$ cat src/rtl/wgt_pkg.sv
// constants and types shared by the windowed guard timer
//
// What this block does
// - unfed timeout while enabled resets the chip
// - windowed mode: feeds outside window are errors
// - warning interrupt at programmable count before timeout
// - 24-bit counter advances every four guard ticks
// - timeout from 256x4 to 2^24x4 ticks
// - enable cannot be cleared by software writes
// - bad feed sequence gives immediate guard event
// - protected reload writable only after warning point
// - readable flag: last reset caused by guard
// - counter runs from the 500 kHz oscillator
// - optionally keeps counting in deep sleep, power down
// - guard reset or interrupt wakes sleeping chip
// - mode, warning and window locked once enabled until reset
package wgt_pkg;

  // counter and bus widths
  localparam int unsigned CNT_W  = 24;
  localparam int unsigned ADDR_W = 8;
  localparam int unsigned DATA_W = 32;

  // register byte offsets
  localparam logic [7:0] OFS_MODE   = 8'h00;
  localparam logic [7:0] OFS_RELOAD = 8'h04;
  localparam logic [7:0] OFS_FEED   = 8'h08;
  localparam logic [7:0] OFS_COUNT  = 8'h0c;
  localparam logic [7:0] OFS_WARN   = 8'h10;
  localparam logic [7:0] OFS_WINDOW = 8'h14;
  localparam logic [7:0] OFS_STATUS = 8'h18;
  localparam logic [7:0] OFS_MASK   = 8'h1c;

  // mode register fields
  localparam int unsigned MODE_EN   = 0;
  localparam int unsigned MODE_RST  = 1;
  localparam int unsigned MODE_WIN  = 2;
  localparam int unsigned MODE_PROT = 3;
  localparam int unsigned MODE_SLP  = 4;
  localparam int unsigned MODE_W    = 5;

  // status and mask fields
  localparam int unsigned ST_TMO  = 0;
  localparam int unsigned ST_WARN = 1;
  localparam int unsigned ST_FERR = 2;
  localparam int unsigned ST_WDRST = 3;
  localparam int unsigned ST_W    = 4;

  // reset values
  localparam logic [4:0]  RST_MODE   = 5'h00;
  localparam logic [23:0] RST_RELOAD = 24'hffffff;
  localparam logic [23:0] RST_WARN   = 24'h000000;
  localparam logic [23:0] RST_WINDOW = 24'hffffff;
  localparam logic [3:0]  RST_MASK   = 4'h0;

  // smallest reload: 256 counts of four ticks
  localparam logic [23:0] RELOAD_MIN = 24'h0000ff;

  // feed keys, written back to back
  localparam logic [31:0] FEED_KEY1 = 32'h000000aa;
  localparam logic [31:0] FEED_KEY2 = 32'h00000055;

  // fixed prescaler: one count per four oscillator ticks
  localparam logic [1:0] PRE_LAST = 2'h3;

  // feed sequence tracker
  typedef enum logic {
    WGT_FEED_IDLE,
    WGT_FEED_ARMED
  } wgt_feed_e;

endpackage

$ cat src/rtl/wgt_prescale.sv
// oscillator edge detector and fixed divide-by-four prescaler
`timescale 1ns/100ps
module wgt_prescale (
  // clock and reset
  input  wire logic clk,
  input  wire logic rst_b,
  // oscillator level and run gate
  input  wire logic guard_tick_clock,
  input  wire logic run,
  // one-cycle count pulse
  output logic      tick
);

  typedef struct packed {
    logic       sync1;
    logic       sync2;
    logic       prev;
    logic [1:0] div;
    logic       tick;
  } wgt_pre_s;

  wgt_pre_s s_r;
  wgt_pre_s s_nxt;
  logic     osc_edge;

  // rising edge seen on the synchronised level only
  always_comb begin
    s_nxt       = s_r;
    osc_edge    = s_r.sync2 & ~s_r.prev;
    s_nxt.sync1 = guard_tick_clock;
    s_nxt.sync2 = s_r.sync1;
    s_nxt.prev  = s_r.sync2;
    s_nxt.tick  = 1'b0;
    if (!run) begin
      s_nxt.div = 2'h0; // restart the quarter whenever counting is stopped: disabled, or asleep without MODE_SLP
    end else if (osc_edge) begin
      s_nxt.div = s_r.div + 2'h1;
      if (s_r.div == wgt_pkg::PRE_LAST) begin
        s_nxt.tick = 1'b1;
      end
    end
  end

  always_ff @(posedge clk or negedge rst_b) begin
    if (!rst_b) begin
      s_r <= '0;
    end else begin
      s_r <= s_nxt;
    end
  end

  assign tick = s_r.tick;

  // two oscillator edges are at least two clocks apart
  AST_TICK_SPACING: assert property (@(posedge clk) disable iff (!rst_b)
    tick |=> !tick [*7])
    else $error("prescaler ticks closer than four oscillator edges");

endmodule

$ cat src/rtl/wgt_top.sv
// windowed guard timer: register port, counter, feed check, events
//
// Our own choices: the placing of the registers and the plain strobed port.
`timescale 1ns/100ps
module windowed_guard_timer (
  // clock and reset
  input  wire logic        clk,
  input  wire logic        rst_b,
  // register port
  input  wire logic [7:0]  reg_addr,
  input  wire logic [31:0] reg_wdata,
  input  wire logic        reg_wr,
  input  wire logic        reg_rd,
  output logic      [31:0] reg_rdata,
  // low-power oscillator level
  input  wire logic        guard_tick_clock,
  // chip state and reset history
  input  wire logic        sleep_mode,
  input  wire logic        reset_cause_wdt,
  // outputs to the system
  output logic             irq,
  output logic             chip_reset_req,
  output logic             wake_req
);

  typedef struct packed {
    logic [4:0]          mode;
    logic [23:0]         reload;
    logic [23:0]         warn;
    logic [23:0]         window;
    logic [23:0]         count;
    logic [3:0]          status;
    logic [3:0]          mask;
    wgt_pkg::wgt_feed_e  feed;
    logic [31:0]         rdata;
    logic                irq;
    logic                chip_rst;
    logic                wake;
    logic                cause_done;
  } wgt_state_s;

  wgt_state_s s_r;
  wgt_state_s s_nxt;

  logic enabled;
  logic run;
  logic tick;
  logic is_feed;
  logic too_early;
  logic locked_reload;

  // decodes shared by the next-state logic and the checks
  assign enabled       = s_r.mode[wgt_pkg::MODE_EN];
  assign is_feed       = reg_wr && (reg_addr == wgt_pkg::OFS_FEED);
  assign too_early     = s_r.mode[wgt_pkg::MODE_WIN] && (s_r.count > s_r.window);
  assign locked_reload = enabled && s_r.mode[wgt_pkg::MODE_PROT]
                         && (s_r.count > s_r.warn);

  // counting stops in sleep unless software asked otherwise
  assign run = enabled && (!sleep_mode || s_r.mode[wgt_pkg::MODE_SLP]);

  // oscillator edges divided by four into count pulses
  wgt_prescale u_pre (
    .clk              (clk),
    .rst_b            (rst_b),
    .guard_tick_clock (guard_tick_clock),
    .run              (run),
    .tick             (tick)
  );

  // next state of the whole block
  always_comb begin
    logic       ev_tmo;
    logic       ev_warn;
    logic       ev_ferr;
    logic       ev_cause;
    logic       good_feed;
    logic       bad_feed;
    logic [3:0] set_bits;
    logic [3:0] clr_bits;
    logic [23:0] dec;
    ev_tmo    = 1'b0;
    ev_warn   = 1'b0;
    ev_ferr   = 1'b0;
    ev_cause  = 1'b0;
    good_feed = 1'b0;
    bad_feed  = 1'b0;
    set_bits  = 4'h0;
    clr_bits  = 4'h0;
    dec       = s_r.count - 24'h000001;
    s_nxt     = s_r;

    // reset cause latched once, just after release
    // a later change of the cause input is ignored until the next reset
    if (!s_r.cause_done) begin
      s_nxt.cause_done = 1'b1;
      ev_cause         = reset_cause_wdt;
    end

    // down counter, one step per prescaled pulse
    // a timeout reloads and keeps counting, so warnings go on after it
    if (run && tick) begin
      if (s_r.count == 24'h000000) begin
        ev_tmo      = 1'b1;
        s_nxt.count = s_r.reload;
      end else begin
        s_nxt.count = dec;
        if (dec == s_r.warn) begin
          ev_warn = 1'b1;
        end
      end
    end

    // feed sequence: key one, then key two on the very next access
    // any access in between breaks the pair, a read as much as a write
    unique case (s_r.feed)
      wgt_pkg::WGT_FEED_IDLE: begin
        if (is_feed) begin
          if (reg_wdata == wgt_pkg::FEED_KEY1) begin
            s_nxt.feed = wgt_pkg::WGT_FEED_ARMED;
          end else begin
            bad_feed = 1'b1;
          end
        end
      end
      wgt_pkg::WGT_FEED_ARMED: begin
        if (reg_wr || reg_rd) begin
          s_nxt.feed = wgt_pkg::WGT_FEED_IDLE;
          if (is_feed && (reg_wdata == wgt_pkg::FEED_KEY2)) begin
            good_feed = 1'b1;
          end else begin
            bad_feed = 1'b1;
          end
        end
      end
    endcase

    // a feed in the closed part of the window counts as bad
    // the lower edge of the window is the timeout itself
    if (good_feed && enabled && too_early) begin
      good_feed = 1'b0;
      bad_feed  = 1'b1;
    end

    // valid feed restarts the count from the reload value
    if (good_feed && enabled) begin
      s_nxt.count = s_r.reload;
    end

    // bad feeds only matter once the timer is enabled, in sleep too
    if (bad_feed && enabled) begin
      ev_ferr = 1'b1;
    end

    // mode, warning and window frozen after enable; no write clears enable
    if (reg_wr && !enabled) begin
      unique case (reg_addr)
        wgt_pkg::OFS_MODE: begin
          s_nxt.mode = reg_wdata[wgt_pkg::MODE_W-1:0];
          if (reg_wdata[wgt_pkg::MODE_EN]) begin
            s_nxt.count = s_r.reload;
          end
        end
        wgt_pkg::OFS_WARN: begin
          s_nxt.warn = reg_wdata[23:0];
        end
        wgt_pkg::OFS_WINDOW: begin
          s_nxt.window = reg_wdata[23:0];
        end
        default: begin
        end
      endcase
    end

    // reload: protected writes wait for the warning point
    // short values are raised to the floor rather than dropped, so
    // software can never arm a timeout below the smallest one
    if (reg_wr && (reg_addr == wgt_pkg::OFS_RELOAD) && !locked_reload) begin
      if (reg_wdata[23:0] < wgt_pkg::RELOAD_MIN) begin
        s_nxt.reload = wgt_pkg::RELOAD_MIN;
      end else begin
        s_nxt.reload = reg_wdata[23:0];
      end
    end

    // interrupt mask stays writable so software can quiet warnings
    if (reg_wr && (reg_addr == wgt_pkg::OFS_MASK)) begin
      s_nxt.mask = reg_wdata[wgt_pkg::ST_W-1:0];
    end

    // sticky status: write one to clear, a new event wins
    // no clear can hide an event that lands in the same cycle
    if (reg_wr && (reg_addr == wgt_pkg::OFS_STATUS)) begin
      clr_bits = reg_wdata[wgt_pkg::ST_W-1:0];
    end
    set_bits[wgt_pkg::ST_TMO]   = ev_tmo;
    set_bits[wgt_pkg::ST_WARN]  = ev_warn;
    set_bits[wgt_pkg::ST_FERR]  = ev_ferr;
    set_bits[wgt_pkg::ST_WDRST] = ev_cause;
    s_nxt.status = (s_r.status & ~clr_bits) | set_bits;

    // chip reset request held until the chip reset returns
    if ((ev_tmo || ev_ferr) && s_r.mode[wgt_pkg::MODE_RST]) begin
      s_nxt.chip_rst = 1'b1;
    end

    // level interrupt from unmasked sticky bits
    s_nxt.irq = |(s_nxt.status & s_nxt.mask);

    // either request pulls the chip out of low power
    s_nxt.wake = sleep_mode && (s_nxt.chip_rst || s_nxt.irq);

    // read data valid only in the cycle after the strobe
    s_nxt.rdata = 32'h00000000;
    if (reg_rd) begin
      unique case (reg_addr)
        wgt_pkg::OFS_MODE:   s_nxt.rdata = {27'h0000000, s_r.mode};
        wgt_pkg::OFS_RELOAD: s_nxt.rdata = {8'h00, s_r.reload};
        wgt_pkg::OFS_COUNT:  s_nxt.rdata = {8'h00, s_r.count};
        wgt_pkg::OFS_WARN:   s_nxt.rdata = {8'h00, s_r.warn};
        wgt_pkg::OFS_WINDOW: s_nxt.rdata = {8'h00, s_r.window};
        wgt_pkg::OFS_STATUS: s_nxt.rdata = {28'h0000000, s_r.status};
        wgt_pkg::OFS_MASK:   s_nxt.rdata = {28'h0000000, s_r.mask};
        default:             s_nxt.rdata = 32'h00000000;
      endcase
    end
  end

  // state register; only a chip reset returns the block to idle
  always_ff @(posedge clk or negedge rst_b) begin
    if (!rst_b) begin
      s_r.mode       <= wgt_pkg::RST_MODE;
      s_r.reload     <= wgt_pkg::RST_RELOAD;
      s_r.warn       <= wgt_pkg::RST_WARN;
      s_r.window     <= wgt_pkg::RST_WINDOW;
      s_r.count      <= wgt_pkg::RST_RELOAD;
      s_r.status     <= 4'h0;
      s_r.mask       <= wgt_pkg::RST_MASK;
      s_r.feed       <= wgt_pkg::WGT_FEED_IDLE;
      s_r.rdata      <= 32'h00000000;
      s_r.irq        <= 1'b0;
      s_r.chip_rst   <= 1'b0;
      s_r.wake       <= 1'b0;
      s_r.cause_done <= 1'b0;
    end else begin
      s_r <= s_nxt;
    end
  end

  // outputs straight from the state flops
  assign reg_rdata      = s_r.rdata;
  assign irq            = s_r.irq;
  assign chip_reset_req = s_r.chip_rst;
  assign wake_req       = s_r.wake;

  // checks next to the logic they guard
  AST_ENABLE_STICKS: assert property (@(posedge clk) disable iff (!rst_b)
    enabled |=> enabled)
    else $error("enable dropped without reset");

  AST_TIMEOUT_RESET: assert property (@(posedge clk) disable iff (!rst_b)
    (run && tick && s_r.count == 24'h000000 && s_r.mode[wgt_pkg::MODE_RST])
    |=> chip_reset_req && s_r.status[wgt_pkg::ST_TMO])
    else $error("timeout did not request chip reset");

  AST_WINDOW_EARLY: assert property (@(posedge clk) disable iff (!rst_b)
    (enabled && too_early && s_r.feed == wgt_pkg::WGT_FEED_ARMED && is_feed)
    |=> s_r.status[wgt_pkg::ST_FERR]
        && (s_r.count == $past(s_r.count)
            || s_r.count == $past(s_r.count) - 24'h000001))
    else $error("early feed not flagged");

  AST_WARN_POINT: assert property (@(posedge clk) disable iff (!rst_b)
    (run && tick && s_r.count != 24'h000000 && s_r.count - 24'h000001 == s_r.warn)
    |=> s_r.status[wgt_pkg::ST_WARN])
    else $error("warning point missed");

  AST_RELOAD_FLOOR: assert property (@(posedge clk) disable iff (!rst_b)
    reg_wr && reg_addr == wgt_pkg::OFS_RELOAD && !locked_reload
    |=> s_r.reload >= wgt_pkg::RELOAD_MIN)
    else $error("reload below smallest timeout");

  AST_BAD_FEED: assert property (@(posedge clk) disable iff (!rst_b)
    (enabled && s_r.mode[wgt_pkg::MODE_RST] && is_feed
     && s_r.feed == wgt_pkg::WGT_FEED_IDLE && reg_wdata != wgt_pkg::FEED_KEY1)
    |=> chip_reset_req)
    else $error("bad feed did not cause immediate event");

  AST_RELOAD_GUARD: assert property (@(posedge clk) disable iff (!rst_b)
    (reg_wr && reg_addr == wgt_pkg::OFS_RELOAD && locked_reload)
    |=> $stable(s_r.reload))
    else $error("protected reload changed early");

  AST_CAUSE_FLAG: assert property (@(posedge clk) disable iff (!rst_b)
    (!s_r.cause_done && reset_cause_wdt) |=> s_r.status[wgt_pkg::ST_WDRST])
    else $error("reset cause not recorded");

  AST_SLEEP_HOLD: assert property (@(posedge clk) disable iff (!rst_b)
    (enabled && sleep_mode && !s_r.mode[wgt_pkg::MODE_SLP] && !reg_wr && !reg_rd)
    |=> $stable(s_r.count))
    else $error("counter moved in sleep");

  AST_WAKE: assert property (@(posedge clk) disable iff (!rst_b)
    (sleep_mode && chip_reset_req) |=> wake_req)
    else $error("no wake on guard event");

  AST_CFG_LOCK: assert property (@(posedge clk) disable iff (!rst_b)
    (enabled && reg_wr) |=> $stable(s_r.mode) && $stable(s_r.warn)
                             && $stable(s_r.window))
    else $error("configuration changed while locked");

  AST_GOOD_FEED: assert property (@(posedge clk) disable iff (!rst_b)
    (enabled && !too_early && s_r.feed == wgt_pkg::WGT_FEED_ARMED && is_feed
     && reg_wdata == wgt_pkg::FEED_KEY2) |=> s_r.count == $past(s_r.reload))
    else $error("valid feed did not reload counter");

  // outputs and read port
  AST_IRQ_LEVEL: assert property (@(posedge clk) disable iff (!rst_b)
    irq == |(s_r.status & s_r.mask))
    else $error("interrupt level disagrees with status and mask");

  AST_RDATA_IDLE: assert property (@(posedge clk) disable iff (!rst_b)
    !reg_rd |=> reg_rdata == 32'h00000000)
    else $error("read data not zero outside a read");

  AST_RESET_HELD: assert property (@(posedge clk) disable iff (!rst_b)
    chip_reset_req |=> chip_reset_req)
    else $error("chip reset request dropped");

  AST_WAKE_IRQ: assert property (@(posedge clk) disable iff (!rst_b)
    (sleep_mode && irq && !reg_wr) |=> wake_req)
    else $error("no wake on interrupt");

  // counter steps, checked against the previous value
  AST_COUNT_STEP: assert property (@(posedge clk) disable iff (!rst_b)
    (run && tick && s_r.count != 24'h000000 && !reg_wr)
    |=> s_r.count == $past(s_r.count) - 24'h000001)
    else $error("counter did not step down by one");

  AST_TIMEOUT_RELOAD: assert property (@(posedge clk) disable iff (!rst_b)
    (run && tick && s_r.count == 24'h000000 && !reg_wr)
    |=> s_r.count == $past(s_r.reload))
    else $error("timeout did not reload the counter");

  AST_COUNT_HOLD: assert property (@(posedge clk) disable iff (!rst_b)
    (!run && !reg_wr) |=> $stable(s_r.count))
    else $error("counter moved while stopped");

endmodule

$ cat config.mk
export PLATFORM = sky130hd
export DESIGN_NAME = windowed_guard_timer
export DESIGN_NICKNAME = d
export VERILOG_FILES = /design/src/rtl/wgt_pkg.sv /design/src/rtl/wgt_prescale.sv /design/src/rtl/wgt_top.sv
export SDC_FILE = /design/constraint.sdc
export NUM_CORES = 1
export LEC_CHECK = 0
export BUFFER_PORTS_ARGS = -buffer_cell sky130_fd_sc_hd__buf_2
export CORE_MARGIN = 2
export CORE_UTILIZATION = 55
export CTS_CLUSTER_DIAMETER = 100
export DETAILED_ROUTE_END_ITERATION = 8
export PLACE_DENSITY = 0.8
export SLEW_MARGIN = 20
export SYNTH_ARGS = -nofsm -noshare
export SYNTH_HDL_FRONTEND = slang
export SYNTH_SLANG_ARGS = --single-unit
$ cat constraint.sdc
create_clock -name clk -period 4.05 [get_ports clk]
set_clock_uncertainty 0.15 [all_clocks]
set_input_delay 0.81 -clock clk [delete_from_list [all_inputs] [get_ports clk]]
set_output_delay 0.81 -clock clk [all_outputs]
set_load 0.01 [all_outputs]
# Word level (Yosys, flattened, before mapping)
# Index checks and enable logic that the tools add are counted.
# word_totals
reg_bits	152
# classes
n_reduce_logical	31
bitwise	7
eq_ne	12
n_lt_le_gt_ge	3
muxes	37
add_sub_neg	2
# ops
cell	count
$mux 24	8
$pmux 24 s7	1
$gt 24x24->1	2
$eq 32x7->1 const B	1
$eq 32x8->1 const B	1
$eq 8x5->1 const B	4
$eq 24x24->1	1
$logic_not 24->1	1
$lt 24x8->1 const B	1
$sub 24x1->24 const B	1
$mux 1	22
$logic_and 1x1->1	18
$eq 8x4->1 const B	2
$and 4x4->4	2
$eq 8x3->1 const B	1
$logic_not 8->1	1
$mux 4	2
$reduce_and 2->1	3
$logic_or 1x1->1	4
$not 4->4	1
$or 4x4->4	1
$pmux 1 s2	2
$reduce_or 4->1	1
$logic_not 1->1	3
other kinds (7)	8

# Longest topological paths before layout
# Gate-level depths: netlist (run 1).
# logic_depth
depth_word	16
depth_mapped	11

# Hierarchy
# Synthesis (run 1) repeated with hierarchy kept, for this count alone.
# hier_totals
hier_cells	956
area_unflattened_um2	9112.5
# modules_own_cells
mod	cells_each	seq_area_each_um2	area_per_inst_um2	instances
windowed_guard_timer	941	3543.4	8892.3	1
wgt_prescale	15	150.1	220.2	1

# Least setup slack after synthesis (run 1)
# Ideal clock, no wire load.
# synth_timing
path_kind	input to register
from	input reg_addr[5]
to	register s_r, in the netlist wake_req
required_ps	3776
slack_ps	766
cell_stages	7
t_arrival_ps	3010
path_buffers	0
cell_sequence	or4b_2 -> nor3_1 -> nand2_1 -> mux2_2 -> a221oi_1 -> o211ai_2 -> o31a_1
# synth_rtl
element	line_no	rtl
start: declaration	wgt_top.sv:10	input wire logic [7:0] reg_addr,
end signal: assignment	wgt_top.sv:246	s_r <= s_nxt;
end: declaration	wgt_top.sv:42	wgt_state_s s_r;

==> qor.yml, run 1 <==
grt_first_pass_wirelength_um: 39700
fp-row-count: 46
end_kind: "flop"
crit_buf_inv: 1
critPathMaxFanout: 9
critical_path.cell_chain: "inv_1, ha_1, nor3b_1, nand4_1, nor4_1, xnor2_1, nand4_1, or4_4, o211ai_2, o31a_1"
path_common_cell: "nand4_1"
final_nets: 1109
gp_congestion: 0.958
drv_slew: 0
clock_power_share_pct: 44.5
fill_cells: 1341
clockBufferDepth: 2
cts_buffers: 17
cts_hold_buf: 0
stdcell_count: 1240
initial_core_util_pct: 56.0
ir_drop_mv: 0.301
status: "finished clean"
critPathRequiredTime_ns: 4.27
route.antenna.remaining_nets: 0
p_int_uw: 2680
drive_above_1_share_pct: 24.5
post-route-period-util_pct: 87.1
ys_seq_area_share_pct: 41.8
synth_edf_count: 0
cp-start-kind: "flop"
syn_area_per_cell_um2: 9.07
die_h_um: 131
yosysUniqueCellTypes: 68
fin_setup_tns_ns: 0
power.leakage_uw: 0.00460
insertion_delay_ns: 0.43
routedWlPerCell_um: 20.2
synth-main-ff-cell: "dfstp_2"
core_area_um2: 15800
ys_seq_elements: 144
yosysWarningCount: 0
synth-async-reset-ratio_pct: 100
power_frac_seq_pct: 44.7
die_w_um: 131
finalWorstSetupSlack_ns: 0.522
clkTransAtPathRegs_ns: 0.06
cp.arrival_ns: 3.75
syn_area_um2: 8830
drt_pass1_iterations: 6
slowest_stage: "or4_4"
grt_use_total_pct: 30.6
grt_max_degree: 81
power_switching_uw: 921
power.density_nw_per_um2: 365
pin_count: 82
root_buffer: "clkbuf_16"
antenna_found_initial: 1
path_class: "flop to flop"
wirelength_um: 25100
maxSlewHeadroom_pct: 28.4
insertedDiodeCount: 0
cts_htree_levels: 4
rsz0062_at_grt: "false"
maxCapViolCount: 0
die_area_um2: 17100
hp-class: "flop to flop"
max_freq_ghz: 0.283
cts.sinks: 144
drt_iter0_drc: 1105
crit_family: "simple AND/OR/NAND/NOR gates"
vias: 7756
vias_per_cell: 6.25
p_comb_share_pct: 10.8
hpwl_um: 17600
cts_setup_buffers: 0
dp_slack_ns: 0.427
syn_inst: 973
route.detailed.drc: 0
critPathMaxStageDelay_ns: 0.58
area_delta_synth_final_pct: 11.9
ctsResizeCount: 0
portBuffers: 73
swShare_pct: 25.5
worst-slew-pin-transition_ns: 1.07
fin_crit_ns: 3.53
grt_remaining_overflow: 0
hold_viol: 0
finalSetupViolCount: 0
dp.cells: 1208
cts_tree: "built"
grt_pass1_vias: 7357
==> cells in the final DEF (no fill, tap or decap), drive strengths merged, types with 6 or more instances in the layout <==
cell type	count
a31oi	15
conb	9
mux2i	10
nand3	14
a21oi	41
dfstp	72
mux2	28
xnor2	23
clkbuf	21
xor2	12
dfrtp	72
o22a	16
nor3	20
nand2	107
o21ai	104
ha	51
nor2	84
or3	7
inv	63
a222oi	23
nand4	18
nor4	20
a22oi	6
a21o	7
or2	7
buf	95
==> worst register-to-register path, cell delays in order (launching register included) <==
cell      delay (ns)
dfstp_2         0.43
inv_1           0.20
ha_1            0.31
nor3b_1         0.27
nand4_1         0.40
nor4_1          0.44
xnor2_1         0.20
nand4_1         0.13
or4_4           0.58
o211ai_2        0.19
o31a_1          0.15
==> sequential cells by signal, indices dropped and copies added, names as in the netlist <==
name            count
s_r               110
reg_rdata          24
u_pre.s_r           3
u_pre.s_nxt         2
chip_reset_req      1
enabled             1
irq                 1
u_pre.tick          1
wake_req            1
==> cells by family (layout without fill, tap and decap cells) <==
logic type | after synthesis | count (layout) | synth area share (%)
adder cells (fa/ha/maj) | 51 | 51 | 7.23
AND/OR/NAND/NOR | 312 | 312 | 17.2
multiplexers | 38 | 38 | 4.70
other | 2 | 9 | 0.0851
buffers and inverters | 146 | 190 | 7.74
flip-flops | 144 | 144 | 41.8
AO/OA/AOI/OAI | 245 | 245 | 17.8
XOR/XNOR | 35 | 35 | 3.47
==> layer usage <==
metal	track usage (%)	share of wire, %	vias up
met5	0	0	-
met4	12.9	3.8	0
met3	7.25	9.7	85
met2	46.7	44	426
met1	42.1	42	3733
li1	-	-	3512
==> synthesized netlist by cell type (3+ instances only) <==
master | count | area (um^2)
inv_1 | 63 | 236
buf_4 | 33 | 248
a21o_1 | 7 | 52.6
clkbuf_1 | 44 | 165
nor3_1 | 18 | 90.1
nor2_1 | 84 | 315
or3_1 | 6 | 37.5
xnor2_1 | 23 | 201
nand2b_1 | 5 | 31.3
nor2b_1 | 5 | 31.3
nand4_1 | 18 | 113
o31ai_1 | 3 | 22.5
o22a_1 | 16 | 140
nand3_1 | 14 | 70.1
nor4_1 | 18 | 113
a21boi_0 | 4 | 30.0
a222oi_1 | 23 | 230
a211oi_1 | 4 | 30.0
or4_4 | 3 | 33.8
a21oi_1 | 41 | 205
xor2_1 | 12 | 105
o21ai_0 | 103 | 515
or2_2 | 7 | 43.8
mux2i_1 | 10 | 100
a22oi_1 | 6 | 45.0
a31oi_1 | 15 | 93.8
dfstp_2 | 72 | 1890
dfrtp_1 | 72 | 1800
buf_2 | 3 | 15.0
nand3b_1 | 3 | 22.5
ha_1 | 51 | 638
nand2_1 | 107 | 402
and3_1 | 5 | 31.3
mux2_2 | 28 | 315
==> layout make-up <==
type                    count  area, um^2  area share (%)
clock buffers              21         460            4.66
clock inverters            11         140            1.42
inverters                  63         236            2.39
multi-input cells         690        4520            45.7
flip-flops and latches    144        3690            37.4
well taps                 216         270            2.74
repair buffers             95         562            5.69
==> power groups by stage <==
stage	combinational [uW]	sequential (uW)	clock, uW
2_1_floorplan	258	1600	0
3_3_place_gp	367	1630	0
3_5_place_dp	377	1630	0
4_1_cts	382	1610	1610
5_1_grt	431	1620	1690
6_report	389	1610	1600
==> metrics by stage <==
| stage | hold WS (ns) | power (uW) | util, % | instance area [um^2] |
|---|---|---|---|---|
| finish | 0.204 | 3610 | 62.6 | 9880 |
| global route | 0.209 | 3740 | 62.6 | 9880 |
| CTS | 0.206 | 3610 | 62.6 | 9880 |
| detailed placement | 0.189 | 2010 | 58.8 | 9280 |
| global placement | 0.182 | 1990 | 58.8 | 9280 |
| floorplan | 0.181 | 1850 | - | 8860 |
==> worst paths after layout <==
check	from	to	slack (ns)	depth (start not counted)
worst max-delay path	s_r[45]$_DFF_PN1_	wake_req$_DFF_PN0_	0.52	10
worst min-delay path	u_pre.s_nxt[4]$_DFF_PN0_	u_pre.s_nxt[3]$_DFF_PN0_	0.20	0
worst max register to register	s_r[45]$_DFF_PN1_	wake_req$_DFF_PN0_	0.52	10
worst min register to register	u_pre.s_nxt[4]$_DFF_PN0_	u_pre.s_nxt[3]$_DFF_PN0_	0.20	0
max in group asynchronous	rst_b	s_r[91]$_DFFE_PN1P_	2.64	2
min in group asynchronous	rst_b	u_pre.s_r[2]$_DFFE_PN0P_	0.26	1
No activity file was read; power rests on OpenSTA's default activity.
==> run 2: changes to the inputs <==
CORE_UTILIZATION = 37   (was 55)
PLACE_DENSITY = 0.52   (was 0.8)
==> qor.yml, run 2 (synthesis results as in run 1) <==
initial_core_util_pct: 37.6  # was 56.0%
fin_crit_ns: 3.42  # was 3.53 ns
r2r_start: "s_r[45]$_DFF_PN1_"  # unchanged
worst-slew-pin-transition_ns: 0.880  # was 1.07 ns
drt_pass1_iterations: 6  # unchanged
min_path_cells: 0  # unchanged
fill_cells: 2338  # was 1341
grt_most_used_layer: "met2"  # unchanged
fp-row-count: 56  # was 46
power.density_nw_per_um2: 355  # was 365 nW/um^2
route.antenna.remaining_nets: 0  # unchanged
grt_max_degree: 91  # was 81
ir_drop_mv: 0.248  # was 0.301 mV
pin_count: 82  # unchanged
cts_tree: "built"  # unchanged
hold_viol: 0  # unchanged
clkTransAtPathRegs_ns: 0.07  # was 0.06 ns
hp-class: "flop to flop"  # unchanged
grt_first_pass_wirelength_um: 42500  # was 39700 um
die_w_um: 158  # was 131 um
insertion_delay_ns: 0.44  # was 0.43 ns
maxSlewHeadroom_pct: 41.4  # was 28.4%
reg2reg_depth: 10  # unchanged
path_class: "flop to flop"  # unchanged
vias_per_cell: 5.49  # was 6.25
final_nets: 1117  # was 1109
holdPathEnd: "u_pre.s_nxt[3]$_DFF_PN0_"  # unchanged
layout_common_cells: "107 x nand2_1, 103 x o21ai_0, 82 x nor2_1"  # unchanged
critical_path.cell_chain: "inv_1, ha_1, nor3b_1, nand4_1, nor4_1, xnor2_1, nand4_1, or4_4, o211ai_2, o31a_1"  # unchanged
grt.met3_usage_pct: 3.16  # was 7.25%
cp-start-kind: "flop"  # unchanged
end_kind: "flop"  # unchanged
die_area_um2: 25100  # was 17100 um^2
cts_hold_buf: 0  # unchanged
rr_endpoint: "wake_req$_DFF_PN0_"  # unchanged
grt_use_total_pct: 22.6  # was 30.6%
finalSetupViolCount: 0  # unchanged
final_common_cell: "nand2_1"  # unchanged
grt_remaining_overflow: 0  # unchanged
largest_register_ffs: 110  # unchanged
regMostFlops: "s_r"  # unchanged
power.leakage_uw: 0.00465  # was 0.00460 uW
route.detailed.drc: 0  # unchanged
critPathMaxStageDelay_ns: 0.56  # was 0.58 ns
cts_buffers: 17  # unchanged
status: "finished clean"  # unchanged
wirelength_um: 27100  # was 25100 um
hpwl_um: 19400  # was 17600 um
antenna_found_initial: 0  # was 1
portBuffers: 73  # unchanged
clockBufferDepth: 2  # unchanged
maxCapViolCount: 0  # unchanged
critPathMaxFanout: 9  # unchanged
gp_congestion: 0.938  # was 0.958
grt_pass1_vias: 7231  # was 7357
post-route-period-util_pct: 84.5  # was 87.1%
fin_util_pct: 43.0  # was 62.6%
drive_above_1_share_pct: 25.3  # was 24.5%
vias: 7420  # was 7756
drv_slew: 0  # unchanged
cts_htree_levels: 4  # unchanged
critPathRequiredTime_ns: 4.28  # was 4.27 ns
max_freq_ghz: 0.292  # was 0.283 GHz
r2r_setup_slack_ns: 0.63  # was 0.52 ns
path_common_cell: "nand4_1"  # unchanged
fin_setup_tns_ns: 0  # unchanged
cts.sinks: 144  # unchanged
rsz0062_at_grt: "false"  # unchanged
cp.arrival_ns: 3.65  # was 3.75 ns
use_met2_pct: 35.4  # was 46.7%
die_h_um: 158  # was 131 um
worstHoldStart: "u_pre.s_nxt[4]$_DFF_PN0_"  # unchanged
insertedDiodeCount: 0  # unchanged
grtUsageMet1_pct: 32.8  # was 42.1%
area_delta_synth_final_pct: 14.3  # was 11.9%
finalPower_uw: 3580  # was 3610 uW
routedWlPerCell_um: 20.1  # was 20.2 um
slowest_stage: "or4_4"  # unchanged
cts_setup_buffers: 0  # unchanged
core_area_um2: 23500  # was 15800 um^2
drt_iter0_drc: 692  # was 1105
root_buffer: "clkbuf_16"  # unchanged
ctsResizeCount: 0  # unchanged
==> run 2: cell count changes in the layout (fill, tap and decap cells not counted), moves of 2 or more <==
cell	before	now
clkbuf_1	2	0
clkbuf_8	2	0
clkinv_2	4	0
inv_6	0	7
clkinvlp_4	4	0
bufinv_16	3	0
inv_8	0	5
clkinv_8	0	2
buf_4	20	26
buf_12	2	4
==> run 2: metrics by stage <==
step	setup WS [ns]	hold WS, ns	instances	cell area, um^2
6_report	0.629	0.208	1351	10100
5_1_grt	0.427	0.221	1351	10100
3_3_place_gp	0.650	0.187	1319	9510
3_5_place_dp	0.594	0.188	1319	9510
2_1_floorplan	0.766	0.181	980	8860
4_1_cts	0.654	0.211	1351	10100
==> run 2: routing by layer <==
layer / part of all wire, % / wire length, um
met4: 1.6 / 441
met5: 0 / 0
met3: 5.0 / 1360
met2: 45 / 12200
met1: 49 / 13200
==> run 2: how the worst max path moves through the flow <==
stage,start,to
final,s_r[45]$_DFF_PN1_,wake_req$_DFF_PN0_
after global routing,s_r[45]$_DFF_PN1_,wake_req$_DFF_PN0_
after CTS,s_r[45]$_DFF_PN1_,wake_req$_DFF_PN0_
after detailed placement,reg_wdata[9],s_r[47]$_DFF_PN1_
after global placement,reg_addr[5],wake_req$_DFF_PN0_
after floorplan,reg_addr[5],wake_req$_DFF_PN0_
==> run 2: critical path, delay by kind of cell, from the launching register on <==
family,cells,cell delay (ns)
AND/OR/NAND/NOR,5,1.80
flip-flops,1,0.41
AO/OA/AOI/OAI,2,0.35
adder cells (fa/ha/maj),1,0.30
buffers and inverters,1,0.18
XOR/XNOR,1,0.17
==> run 2: cell type report <==
cell class | count | area, um^2 | share of cell area [%]
clock buffers | 17 | 425 | 4.22
well taps | 319 | 399 | 3.96
multi-input cells | 690 | 4530 | 44.9
inverters | 63 | 236 | 2.34
flip-flops and latches | 144 | 3690 | 36.6
repair buffers | 103 | 647 | 6.41
clock inverters | 15 | 159 | 1.57
==> run 2: power breakdown <==
group | total [uW] | internal [uW] | switching, uW
registers | 1610 | 1540 | 74.5
logic | 387 | 152 | 234
clock network | 1590 | 829 | 757
==> run 3: changes to the inputs <==
clock period = 3.5 ns   (was 4.05 ns; I/O delays follow)
==> qor.yml, run 3 (synthesis results as in run 1) <==
grt_max_degree: 58  # was 91
route.detailed.drc: 0  # unchanged
cts_hold_buf: 0  # unchanged
largest_register_ffs: 110  # unchanged
die_area_um2: 25100  # unchanged
die_h_um: 158  # unchanged
maxCapViolCount: 0  # unchanged
initial_core_util_pct: 37.6  # unchanged
antenna_found_initial: 0  # unchanged
grt_pass1_vias: 7356  # was 7231
drv_slew: 0  # unchanged
fp-row-count: 56  # unchanged
wirelength_um: 26700  # was 27100 um
cts_tree: "built"  # unchanged
regMostFlops: "s_r"  # unchanged
clockBufferDepth: 2  # unchanged
ir_drop_mv: 0.278  # was 0.248 mV
die_w_um: 158  # unchanged
routedWlPerCell_um: 19.6  # was 20.1 um
path_class: "flop to flop"  # unchanged
status: "finished clean"  # unchanged
route.antenna.remaining_nets: 0  # unchanged
fin_util_pct: 43.4  # was 43.0%
critPathMaxFanout: 10  # was 9
fin_crit_ns: 3.25  # was 3.42 ns
hp-class: "primary input to asynchronous set/reset pin"  # was flop to flop
insertedDiodeCount: 0  # unchanged
power.density_nw_per_um2: 409  # was 355 nW/um^2
max_freq_ghz: 0.308  # was 0.292 GHz
hold_viol: 0  # unchanged
hpwl_um: 19500  # was 19400 um
pin_count: 82  # unchanged
grt_use_total_pct: 22.5  # was 22.6%
drive_above_1_share_pct: 26.4  # was 25.3%
drt_pass1_iterations: 6  # unchanged
cts_htree_levels: 4  # unchanged
grt_remaining_overflow: 0  # unchanged
vias_per_cell: 5.38  # was 5.49
vias: 7355  # was 7420
fill_cells: 2331  # was 2338
core_area_um2: 23500  # unchanged
finalSetupViolCount: 0  # unchanged
worst-slew-pin-transition_ns: 0.854  # was 0.880 ns
rsz0062_at_grt: "false"  # unchanged
insertion_delay_ns: 0.43  # was 0.44 ns
grt_first_pass_wirelength_um: 42600  # was 42500 um
final_common_cell: "nand2_1"  # unchanged
area_delta_synth_final_pct: 15.4  # was 14.3%
maxSlewHeadroom_pct: 42.8  # was 41.4%
cp.arrival_ns: 3.47  # was 3.65 ns
layout_common_cells: "107 x nand2_1, 103 x o21ai_0, 82 x nor2_1"  # unchanged
fin_setup_tns_ns: 0  # unchanged
critPathRequiredTime_ns: 3.72  # was 4.28 ns
ctsResizeCount: 0  # unchanged
final_nets: 1132  # was 1117
root_buffer: "clkbuf_16"  # unchanged
power.leakage_uw: 0.00473  # was 0.00465 uW
post-route-period-util_pct: 92.8  # was 84.5%
portBuffers: 73  # unchanged
cts.sinks: 144  # unchanged
gp_congestion: 0.900  # was 0.938
cts_setup_buffers: 0  # unchanged
cp-start-kind: "flop"  # unchanged
drt_iter0_drc: 712  # was 692
cts_buffers: 17  # unchanged
end_kind: "flop"  # unchanged
clkTransAtPathRegs_ns: 0.07  # about the same
-- run 3: report_power, final --
part | total [uW] | internal [uW] | leakage, uW | switching, uW
Clock | 1860 | 1020 | 0.000291 | 842
Sequential | 1860 | 1780 | 0.00163 | 79.9
Combinational | 454 | 179 | 0.00281 | 275
-- run 3: critical path: stages (launching register included) --
cell	delay (ns)
dfstp_2	0.43
or4_4	0.59
or3_4	0.42
xor2_1	0.17
or3_1	0.32
a221o_1	0.34
or4_4	0.45
o211ai_2	0.19
o31a_1	0.15
-- run 3: metrics by stage --
step	setup slack, ns	power, uW	cells	hold WS [ns]	area (um^2)
2_1_floorplan	0.326	2150	980	0.181	8860
3_3_place_gp	0.204	2330	1334	0.188	9610
3_5_place_dp	0.199	2340	1334	0.186	9610
4_1_cts	0.248	4230	1366	0.0939	10200
5_1_grt	0.132	4370	1366	0.123	10200
6_report	0.250	4170	1366	0.0911	10200
-- run 3: area by class of cell --
type | instances | area (um^2) | area share [%]
flip-flops and latches | 144 | 3690 | 36.2
multi-input cells | 690 | 4530 | 44.4
repair buffers | 118 | 747 | 7.33
clock buffers | 17 | 425 | 4.17
well taps | 319 | 399 | 3.92
inverters | 63 | 236 | 2.32
clock inverters | 15 | 160 | 1.57
-- run 3: per-layer routing --
layer	track usage (%)	wire (um)
met5	0	0
met1	32.5	12800
met3	4.46	1520
met2	34.8	12100
met4	4.80	323
-- run 3: final timing paths --
| check | start | endpoint | slack [ns] | cells past startpoint |
|---|---|---|---|---|
| setup / recovery | s_r[60]$_DFF_PN1_ | wake_req$_DFF_PN0_ | 0.25 | 8 |
| hold reg to reg | u_pre.s_nxt[4]$_DFF_PN0_ | u_pre.s_nxt[3]$_DFF_PN0_ | 0.20 | 0 |
| hold / removal | rst_b | s_r[36]$_DFF_PN0_ | 0.09 | 1 |
| max in group asynchronous | rst_b | s_r[89]$_DFFE_PN1P_ | 2.21 | 2 |
| min in group clk | u_pre.s_nxt[4]$_DFF_PN0_ | u_pre.s_nxt[3]$_DFF_PN0_ | 0.20 | 0 |
| setup reg to reg | s_r[60]$_DFF_PN1_ | wake_req$_DFF_PN0_ | 0.25 | 8 |
